===== config.mk =====
export PLATFORM = sky130hd
export DESIGN_NAME = dtc_timer
export DESIGN_NICKNAME = d
export VERILOG_FILES = /design/src/shared/dtc_pkg.sv /design/src/design/dtc_clock_sel.sv /design/src/design/dtc_timer.sv
export SDC_FILE = /design/constraint.sdc
export NUM_CORES = 1
export LEC_CHECK = 0
export BUFFER_PORTS_ARGS = -buffer_cell sky130_fd_sc_hd__clkbuf_2
export CAP_MARGIN = 40
export CORE_MARGIN = 8
export CORE_UTILIZATION = 58
export DETAILED_ROUTE_END_ITERATION = 16
export PLACE_DENSITY = 0.78
export SYNTH_ARGS = -nofsm -noshare
export SYNTH_HDL_FRONTEND = slang
export SYNTH_SLANG_ARGS = --single-unit
export TNS_END_PERCENT = 10

===== constraint.sdc =====
create_clock -name clk -period 7.25 [get_ports clk]
set_clock_uncertainty 0.15 [all_clocks]
set_input_delay 2.175 -clock clk [delete_from_list [all_inputs] [get_ports clk]]
set_output_delay 2.175 -clock clk [all_outputs]
set_load 0.02 [all_outputs]

===== src/shared/dtc_pkg.sv =====
// Purpose: constants shared by the dual 8-bit timer/counter block
// Assumes: byte-wide CPU memory port, one 20 MHz peripheral clock
// Notes:   per-unit tables are indexed [0] = unit A, [1] = unit B
`default_nettype none
package dtc_pkg;
	localparam int          DTC_UNITS      = 2;
	localparam int          DTC_CLK_HZ     = 20_000_000;
	// register addresses, unit B in the upper entry
	localparam logic [1:0][15:0] DTC_MODE_ADDR  = {16'hFF69, 16'hFF68};
	localparam logic [1:0][15:0] DTC_CSEL_ADDR  = {16'hFF57, 16'hFF6C};
	localparam logic [1:0][15:0] DTC_CNT_ADDR   = {16'hFF61, 16'hFF60};
	localparam logic [1:0][15:0] DTC_CMP_ADDR   = {16'hFF65, 16'hFF64};
	// mode control fields
	localparam int          DTC_EN_BIT     = 7;
	localparam int          DTC_PWM_BIT    = 6;
	localparam int          DTC_CASC_BIT   = 4;
	localparam int          DTC_SET_BIT    = 3;
	localparam int          DTC_CLR_BIT    = 2;
	localparam int          DTC_INV_BIT    = 1;
	localparam int          DTC_TOE_BIT    = 0;
	localparam logic [1:0][7:0] DTC_MODE_MASK = {8'hD3, 8'hC3};
	localparam logic [7:0]  DTC_CSEL_MASK  = 8'h07;
	localparam logic [1:0]  DTC_FF_KEEP    = 2'h0;
	localparam logic [1:0]  DTC_FF_CLR     = 2'h1;
	localparam logic [1:0]  DTC_FF_SET     = 2'h2;
	// reset and count values
	localparam logic [7:0]  DTC_RST_BYTE   = 8'h00;
	localparam logic [7:0]  DTC_CNT_ZERO   = 8'h00;
	localparam logic [7:0]  DTC_CNT_ONE    = 8'h01;
	localparam logic [7:0]  DTC_CNT_MAX    = 8'hFF;
	// count clock codes
	localparam logic [2:0]  DTC_CS_FALL    = 3'h0;
	localparam logic [2:0]  DTC_CS_RISE    = 3'h1;
	localparam logic [2:0]  DTC_CS_DIV4    = 3'h2;
	localparam logic [2:0]  DTC_CS_DIV8    = 3'h3;
	localparam logic [2:0]  DTC_CS_DIV16   = 3'h4;
	localparam logic [2:0]  DTC_CS_DIV32   = 3'h5;
	localparam logic [2:0]  DTC_CS_DIV128  = 3'h6;
	localparam logic [2:0]  DTC_CS_DIV512  = 3'h7;
	// prescaler terminal masks
	localparam int          DTC_PRE_W      = 9;
	localparam logic [8:0]  DTC_PRE_ZERO   = 9'h000;
	localparam logic [8:0]  DTC_PRE_ONE    = 9'h001;
	localparam logic [8:0]  DTC_MASK_DIV4  = 9'h003;
	localparam logic [8:0]  DTC_MASK_DIV8  = 9'h007;
	localparam logic [8:0]  DTC_MASK_DIV16 = 9'h00F;
	localparam logic [8:0]  DTC_MASK_DIV32 = 9'h01F;
	localparam logic [8:0]  DTC_MASK_DIV128 = 9'h07F;
	localparam logic [8:0]  DTC_MASK_DIV512 = 9'h1FF;
endpackage
`default_nettype wire


===== src/design/dtc_clock_sel.sv =====
// Purpose: count clock select for one unit: event pin edge or divided clock
// Assumes: event pin is asynchronous to clk
// Notes:   tick is a one-cycle pulse; prescaler is held at zero while disabled
`default_nettype none
module dtc_clock_sel
	import dtc_pkg::*;
(
	// clock and reset
	input  wire logic       clk,
	input  wire logic       rst_n,
	// control
	input  wire logic       enable,
	input  wire logic [2:0] clock_code,
	// event pin
	input  wire logic       event_pin,
	// count clock
	output logic            tick
);
	typedef struct packed {
		logic [DTC_PRE_W-1:0] pre;
		logic [2:0]           sync;
		logic                 level;
		logic                 tick;
	} dtc_csel_state_t;

	dtc_csel_state_t s;
	dtc_csel_state_t n;

	function automatic logic [DTC_PRE_W-1:0] dtc_div_mask(input logic [2:0] code);
		unique case (code)
			DTC_CS_FALL:   dtc_div_mask = DTC_PRE_ZERO;
			DTC_CS_RISE:   dtc_div_mask = DTC_PRE_ZERO;
			DTC_CS_DIV4:   dtc_div_mask = DTC_MASK_DIV4;
			DTC_CS_DIV8:   dtc_div_mask = DTC_MASK_DIV8;
			DTC_CS_DIV16:  dtc_div_mask = DTC_MASK_DIV16;
			DTC_CS_DIV32:  dtc_div_mask = DTC_MASK_DIV32;
			DTC_CS_DIV128: dtc_div_mask = DTC_MASK_DIV128;
			DTC_CS_DIV512: dtc_div_mask = DTC_MASK_DIV512;
		endcase
	endfunction

	always_comb begin
		logic lvl;
		logic [DTC_PRE_W-1:0] msk;
		lvl = s.level;
		msk = dtc_div_mask(clock_code);
		n = s;
		// three-stage synchroniser; level accepted once stages two and three agree
		n.sync = {s.sync[1:0], event_pin};
		if (s.sync[1] == s.sync[2]) begin
			lvl = s.sync[2];
		end
		n.level = lvl;
		// prescaler halted
		n.pre = enable ? DTC_PRE_W'(s.pre + DTC_PRE_ONE) : DTC_PRE_ZERO;
		// count clock choice
		if (!enable) begin
			n.tick = 1'b0;
		end else if (clock_code == DTC_CS_FALL) begin
			n.tick = s.level & ~lvl;
		end else if (clock_code == DTC_CS_RISE) begin
			n.tick = lvl & ~s.level;
		end else begin
			n.tick = ((s.pre & msk) == msk);
		end
	end

	always_ff @(posedge clk or negedge rst_n) begin
		if (!rst_n) begin
			s <= '0;
		end else begin
			s <= n;
		end
	end

	assign tick = s.tick;
endmodule
`default_nettype wire


===== src/design/dtc_timer.sv =====
// Purpose: two 8-bit timer/counters with cascade, interval, square wave and PWM
// Assumes: single-cycle CPU reads and writes on a byte-wide memory port
// Notes:   read data appears one cycle after the read strobe
`default_nettype none
// Behaviour
// counts step by one on each selected count tick; software cannot write them
// reading a running count defers that tick and returns the held value
// count zeroes on reset, on stop, and on match in interval mode
// in cascade, stopping unit A zeroes both counts
// a count equal to its compare raises the match pulse, never in PWM mode
// compare registers take any byte, also while counting
// software changes cascaded compare values only while stopped
// mode bit 7 runs the unit; clearing it zeroes count and halts prescaler
// mode bit 6 picks interval (0) or free-running PWM (1)
// unit B mode bit 4 joins both units into one 16-bit counter
// mode bits 3..2 on write: 01 clears, 10 sets output flop, 11 ignored
// output set and clear bits always read back as zero
// mode bit 1: toggle on match outside PWM; low active level in PWM
// mode bit 0 enables the timer output pin driver
// stopping a PWM unit drives its output to the inactive level
// both mode control registers reset to zero
// both clock select registers reset to zero
// clock codes: pin fall, pin rise, clock divided by 4..512
// clock select bits 7..3 hold zero
// software changes the clock select only while stopped
// interval match clears the count together with the match pulse, keeps running
// software sets up interval mode first, then sets the run bit
// in cascade, software starts unit B before unit A
// cascade double match pulses unit A and clears both counts
// toggle on match gives a square wave with half-period equal to interval
// PWM output inactive until first wrap, active until compare, then inactive
// in cascade unit B steps on each unit A wrap, ignoring its clock select
module dtc_timer
	import dtc_pkg::*;
(
	// clock and reset
	input  wire logic        clk,
	input  wire logic        rst_n,
	// cpu memory port
	input  wire logic [15:0] cpu_addr,
	input  wire logic        cpu_wr,
	input  wire logic        cpu_rd,
	input  wire logic [7:0]  cpu_wdata,
	output logic      [7:0]  cpu_rdata,
	// event pins
	input  wire logic        unit_a_event_input,
	input  wire logic        unit_b_event_input,
	// timer outputs
	output logic             unit_a_timer_output,
	output logic             unit_a_timer_output_en,
	output logic             unit_b_timer_output,
	output logic             unit_b_timer_output_en,
	// match interrupt requests
	output logic             unit_a_match_irq,
	output logic             unit_b_match_irq
);
	typedef struct packed {
		logic [1:0][7:0] cnt;
		logic [1:0][7:0] cmp;
		logic [1:0][7:0] mode;
		logic [1:0][2:0] csel;
		logic [1:0]      tff;
		logic [1:0]      pin;
		logic [1:0]      oe;
		logic [1:0]      irq;
		logic [1:0]      pend;
		logic [7:0]      rdata;
	} dtc_state_t;

	dtc_state_t s;
	dtc_state_t n;

	logic [1:0] tick_raw;
	logic [1:0] raw;
	logic [1:0] eff;
	logic [1:0] hold;
	logic [1:0] en;
	logic [1:0] pwm;
	logic [1:0] inv;
	logic [1:0] match;
	logic       cascade;
	logic       both;
	logic       a_wrap;

	function automatic logic [7:0] dtc_step(input logic [7:0] v);
		dtc_step = 8'(v + DTC_CNT_ONE);
	endfunction

	dtc_clock_sel u_csel_a (
		.clk        (clk),
		.rst_n      (rst_n),
		.enable     (en[0]),
		.clock_code (s.csel[0]),
		.event_pin  (unit_a_event_input),
		.tick       (tick_raw[0])
	);

	dtc_clock_sel u_csel_b (
		.clk        (clk),
		.rst_n      (rst_n),
		.enable     (en[1]),
		.clock_code (s.csel[1]),
		.event_pin  (unit_b_event_input),
		.tick       (tick_raw[1])
	);

	// run bits
	assign en[0]    = s.mode[0][DTC_EN_BIT];
	assign en[1]    = s.mode[1][DTC_EN_BIT];
	// mode selection
	assign pwm[0]   = s.mode[0][DTC_PWM_BIT];
	assign pwm[1]   = s.mode[1][DTC_PWM_BIT];
	assign inv[0]   = s.mode[0][DTC_INV_BIT];
	assign inv[1]   = s.mode[1][DTC_INV_BIT];
	// cascade selection
	assign cascade  = s.mode[1][DTC_CASC_BIT];
	assign match[0] = (s.cnt[0] == s.cmp[0]);
	assign match[1] = (s.cnt[1] == s.cmp[1]);
	assign both     = match[0] & match[1];
	// read hold-off
	assign hold[0]  = cpu_rd & (cpu_addr == DTC_CNT_ADDR[0]) & en[0];
	assign hold[1]  = cpu_rd & (cpu_addr == DTC_CNT_ADDR[1]) & en[1];
	assign raw[0]   = tick_raw[0];
	assign eff[0]   = en[0] & (raw[0] | s.pend[0]) & ~hold[0];
	// unit B steps on unit A wrap
	assign a_wrap   = eff[0] & (s.cnt[0] == DTC_CNT_MAX) & ~(cascade & both & ~pwm[0]);
	assign raw[1]   = cascade ? a_wrap : tick_raw[1];
	assign eff[1]   = en[1] & (raw[1] | s.pend[1]) & ~hold[1];

	always_comb begin
		n = s;
		n.irq = '0;
		for (int u = 0; u < DTC_UNITS; u++) begin
			if (!en[u]) begin
				// stop clears count
				n.cnt[u] = DTC_CNT_ZERO;
				n.pend[u] = 1'b0;
				// stop forces inactive
				if (pwm[u]) begin
					n.tff[u] = 1'b0;
				end
			end else begin
				n.pend[u] = (raw[u] | s.pend[u]) & hold[u];
				if (eff[u]) begin
					if (pwm[u]) begin
						// active from wrap to compare
						n.cnt[u] = dtc_step(s.cnt[u]);
						if (s.cnt[u] == DTC_CNT_MAX) begin
							n.tff[u] = 1'b1;
						end else if (match[u]) begin
							n.tff[u] = 1'b0;
						end
					end else if (cascade) begin
						// count step
						n.cnt[u] = dtc_step(s.cnt[u]);
						// 16-bit match
						if (u == 0 && both) begin
							n.cnt[u] = DTC_CNT_ZERO;
							n.irq[u] = 1'b1;
							if (inv[u]) begin
								n.tff[u] = ~s.tff[u];
							end
						end
						if (u == 1 && match[u]) begin
							n.irq[u] = 1'b1;
						end
					end else if (match[u]) begin
						// clear with match pulse
						n.cnt[u] = DTC_CNT_ZERO;
						// match pulse
						n.irq[u] = 1'b1;
						// square wave toggle
						if (inv[u]) begin
							n.tff[u] = ~s.tff[u];
						end
					end else begin
						n.cnt[u] = dtc_step(s.cnt[u]);
					end
				end
			end
		end
		// cascade stop clears upper
		if (cascade && !en[0]) begin
			n.cnt[1] = DTC_CNT_ZERO;
		end
		// upper byte clears too
		if (cascade && eff[0] && both && !pwm[0]) begin
			n.cnt[1] = DTC_CNT_ZERO;
		end
		if (cpu_wr) begin
			for (int u = 0; u < DTC_UNITS; u++) begin
				if (cpu_addr == DTC_MODE_ADDR[u]) begin
					// set and clear bits not stored
					n.mode[u] = cpu_wdata & DTC_MODE_MASK[u];
					// stop written in PWM drops the flop, also when the mode bit goes
					if (pwm[u] && !cpu_wdata[DTC_EN_BIT]) begin
						n.tff[u] = 1'b0;
					end
					// output flop set/clear
					unique case (cpu_wdata[DTC_SET_BIT:DTC_CLR_BIT])
						DTC_FF_KEEP: n.tff[u] = n.tff[u];
						DTC_FF_CLR:  n.tff[u] = 1'b0;
						DTC_FF_SET:  n.tff[u] = 1'b1;
						default:     n.tff[u] = n.tff[u];
					endcase
					// stop clears count
					if (!cpu_wdata[DTC_EN_BIT]) begin
						n.cnt[u] = DTC_CNT_ZERO;
						if (u == 0 && cascade) begin
							n.cnt[1] = DTC_CNT_ZERO;
						end
					end
				end
				// compare always writable
				if (cpu_addr == DTC_CMP_ADDR[u]) begin
					n.cmp[u] = cpu_wdata;
				end
				// upper bits dropped
				if (cpu_addr == DTC_CSEL_ADDR[u]) begin
					n.csel[u] = cpu_wdata[2:0];
				end
			end
		end
		if (cpu_rd) begin
			n.rdata = DTC_RST_BYTE;
			for (int u = 0; u < DTC_UNITS; u++) begin
				if (cpu_addr == DTC_CNT_ADDR[u]) begin
					n.rdata = s.cnt[u];
				end
				if (cpu_addr == DTC_CMP_ADDR[u]) begin
					n.rdata = s.cmp[u];
				end
				if (cpu_addr == DTC_MODE_ADDR[u]) begin
					n.rdata = s.mode[u];
				end
				if (cpu_addr == DTC_CSEL_ADDR[u]) begin
					n.rdata = 8'(s.csel[u]);
				end
			end
		end
		for (int u = 0; u < DTC_UNITS; u++) begin
			// PWM active level
			n.pin[u] = n.tff[u] ^ (n.mode[u][DTC_PWM_BIT] & n.mode[u][DTC_INV_BIT]);
			// output gating
			n.oe[u] = n.mode[u][DTC_TOE_BIT];
		end
	end

	// reset to zero
	always_ff @(posedge clk or negedge rst_n) begin
		if (!rst_n) begin
			s <= '0;
		end else begin
			s <= n;
		end
	end

	assign cpu_rdata              = s.rdata;
	assign unit_a_timer_output    = s.pin[0];
	assign unit_b_timer_output    = s.pin[1];
	assign unit_a_timer_output_en = s.oe[0];
	assign unit_b_timer_output_en = s.oe[1];
	assign unit_a_match_irq       = s.irq[0];
	assign unit_b_match_irq       = s.irq[1];
endmodule
`default_nettype wire


==> results.toml <==
[logic_synthesis]
synth-edff-count = 0
syn_nets = 501
synthFlopType = "dfrtp_1"
avgSynthCellArea_um2 = 10.3
ys_seq_elements = 91
synthCells = 466
yosysTopAreaCell = "dfrtp_1"
synth_area_leaders = "dfrtp_1, xor2_1, mux2_2"
ys_types = 67
yosysSeqAreaShare_pct = 47.4
synth_top_area_share_pct = 47.4
syn_area_um2 = 4800
yosys_warnings = 0
synthArstFlopShare_pct = 100

[run]
drv_cap = 0

[die]
io_pins = 44
die_area_um2 = 11500
coreArea_um2 = 8130
die_w_um = 107
rows = 33
die_y_um = 107
start_util_pct = 59.1

[grt]
antenna_found_initial = 0
grt_max_degree = 48
grt_overflow_total = 0
grt_pass1_wl_um = 20100
grt_pass1_vias = 3817
gr-usage-all-layers_pct = 22.3

[timing]
worst_pin_slew_ns = 0.972
post-route-period-util_pct = 60.5
drv_slew = 0
rsz0062_at_grt = "no"
max_freq_mhz = 228
finalSetupViolCount = 0
hold_viol_final = 0
worst_slack_ns = 2.87
fin_hold_ws_ns = 0.202
min_period_ns = 4.38
setup_tns_ns = 0
maxSlewHeadroom_pct = 34.7

[placement]
place_ws_ns = 2.52
place_inst = 593
dp_hpwl_um = 9250
routabilityCongestion = 0.985
place_area_um2 = 5030
io_buffers = 43

[critical_path]
path_cells = "clkbuf_2 -> or4b_1 -> nor4_4 -> o21ai_2 -> o211a_1 -> nor3b_4 -> a211o_4 -> nor2_2"
path_delay_family = "simple AND/OR/NAND/NOR gates"
startpoint = "cpu_addr[2]"
crit_type = "input port to flip-flop"
slowest_stage = "or4b_1"
worst-path-buf-inv = 1
cp_data_required_time_ns = 7.39
critPathMaxFanout = 10
cpPeakStageDelay_ns = 0.74
arrival_ns = 4.53
cp-start-kind = "input port"
reg2reg_from = "s[58]"
end_kind = "flip-flop"

[power_and_ir_drop]
vdd_drop_max_mv = 0.132
leakage_nw = 2.31
powerDensity_nw_per_um2 = 207

[drt]
dr.pass1.iters = 5
via_per_inst = 6.33
wirelength_um = 12300
drt_iter0_markers = 335
routedWlPerCell_um = 20.2
post-route-drc-count = 0
drtAntennaViolNets = 0
routed-via-count = 3854

[clocking]
clkSinkCount = 91
cts_buffer_depth = 2
clock_latency_ns = 0.36
postCtsSetupBuffers = 0
cts_made_buffers = 9
htree_levels = 3
root_buffer = "clkbuf_8"
cts_tree = "yes"
cts_hold_buf = 0
clkSlewWorstSetupHoldPaths_ns = 0.09
cts_resized = 0

[final_layout]
final_nets = 534
stdcell_area_um2 = 5250
antenna_cells = 0
layout-drive-gt1-share_pct = 18.7
fin_cells = 609
area_growth_pct = 9.33

[hold_path]
hold_class = "flip-flop to flip-flop"
worstHoldStart = "u_csel_a.n[3]"

[status]
status = "finished, final reports clean"
==> metal layers <==
metal	vias to the layer above	share of wire (%)	GRT usage, %
li1	1759	-	-
met1	1896	42	28.4
met2	173	48	36.1
met3	26	7.0	4.92
met4	0	2.7	9.05
met5	-	0	0
==> synthesized netlist by cell type (11+ instances only) <==
library cell	count
nand2_1	36
inv_1	14
nor2_1	38
o21ai_0	19
xor2_1	25
nand3_1	16
mux2_2	17
dfrtp_1	91
nand4_1	16
clkbuf_1	11
nor3_1	11
a21oi_1	13
xnor2_1	18
==> sequential cells by signal (all words and copies together) (netlist names), 2 cells and up <==
signal      count
en              2
u_csel_b.n      2
cpu_rdata       8
inv             2
s              43
u_csel_b.s     11
pwm             2
u_csel_a.n      2
u_csel_a.s     11
==> worst paths after layout <==
| check | depth (start not counted) | slack (ns) | to |
|---|---|---|---|
| worst min-delay path | 0 | 0.20 | u_csel_a.n[4] |
| min in group asynchronous | 1 | 1.65 | u_csel_a.n[3] |
| worst min register to register | 0 | 0.20 | u_csel_a.n[4] |
| max in group asynchronous | 2 | 4.31 | unit_a_timer_output_en |
| worst max-delay path | 8 | 2.87 | s[71] |
| worst max register to register | 7 | 4.36 | s[71] |
==> through the flow <==
| step | total power, mW | utilization [%] |
|---|---|---|
| after floorplan | 0.669 | - |
| after global placement | 0.710 | 61.9 |
| after detailed placement | 0.718 | 61.9 |
| after CTS | 1.09 | 64.6 |
| after global routing | 1.13 | 64.6 |
| final | 1.08 | 64.6 |
==> where the power goes <==
group | internal, mW | leakage (nW) | switching [mW] | total (mW)
Combinational | 0.0496 | 0.997 | 0.0708 | 0.120
Sequential | 0.541 | 1.21 | 0.0501 | 0.591
Clock | 0.195 | 0.106 | 0.179 | 0.374
Total | 0.785 | 2.31 | 0.300 | 1.08
==> cell usage in the layout, fill, tap and decap left out, types with 11 or more instances in the layout <==
master	n
xnor2_1	18
nand2_1	36
nand4_1	16
xor2_1	25
o21ai_0	19
a21oi_1	13
nand3_1	16
inv_1	14
mux2_2	17
clkbuf_2	42
dfrtp_1	91
nor3_1	11
nor2_1	38
==> logic make-up (layout without fill, tap and decap cells) <==
logic type                 count (synthesis)  count (layout)  synth area share (%)
adders and majority gates                  7               7                  1.72
buffers and inverters                     37              75                  3.88
DFF                                       91              91                  47.4
and+or+nand+nor                          179             179                  20.9
muxes                                     25              25                  5.81
AOI/OAI and AO/OA                         84              84                  12.5
xor gates and xnor gates                  43              43                  7.84
==> final cells by class <==
type / count / area, um2
Inverter: 14 / 52.6
Clock buffer: 10 / 128
Sequential cell: 91 / 2280
Multi-Input combinational cell: 338 / 2340
Tap cell: 105 / 131
Timing Repair Buffer: 45 / 233
Fill cell: 680 / 2880
Clock inverter: 6 / 90.1
Note: power is estimated with default switching activity, not from simulation.
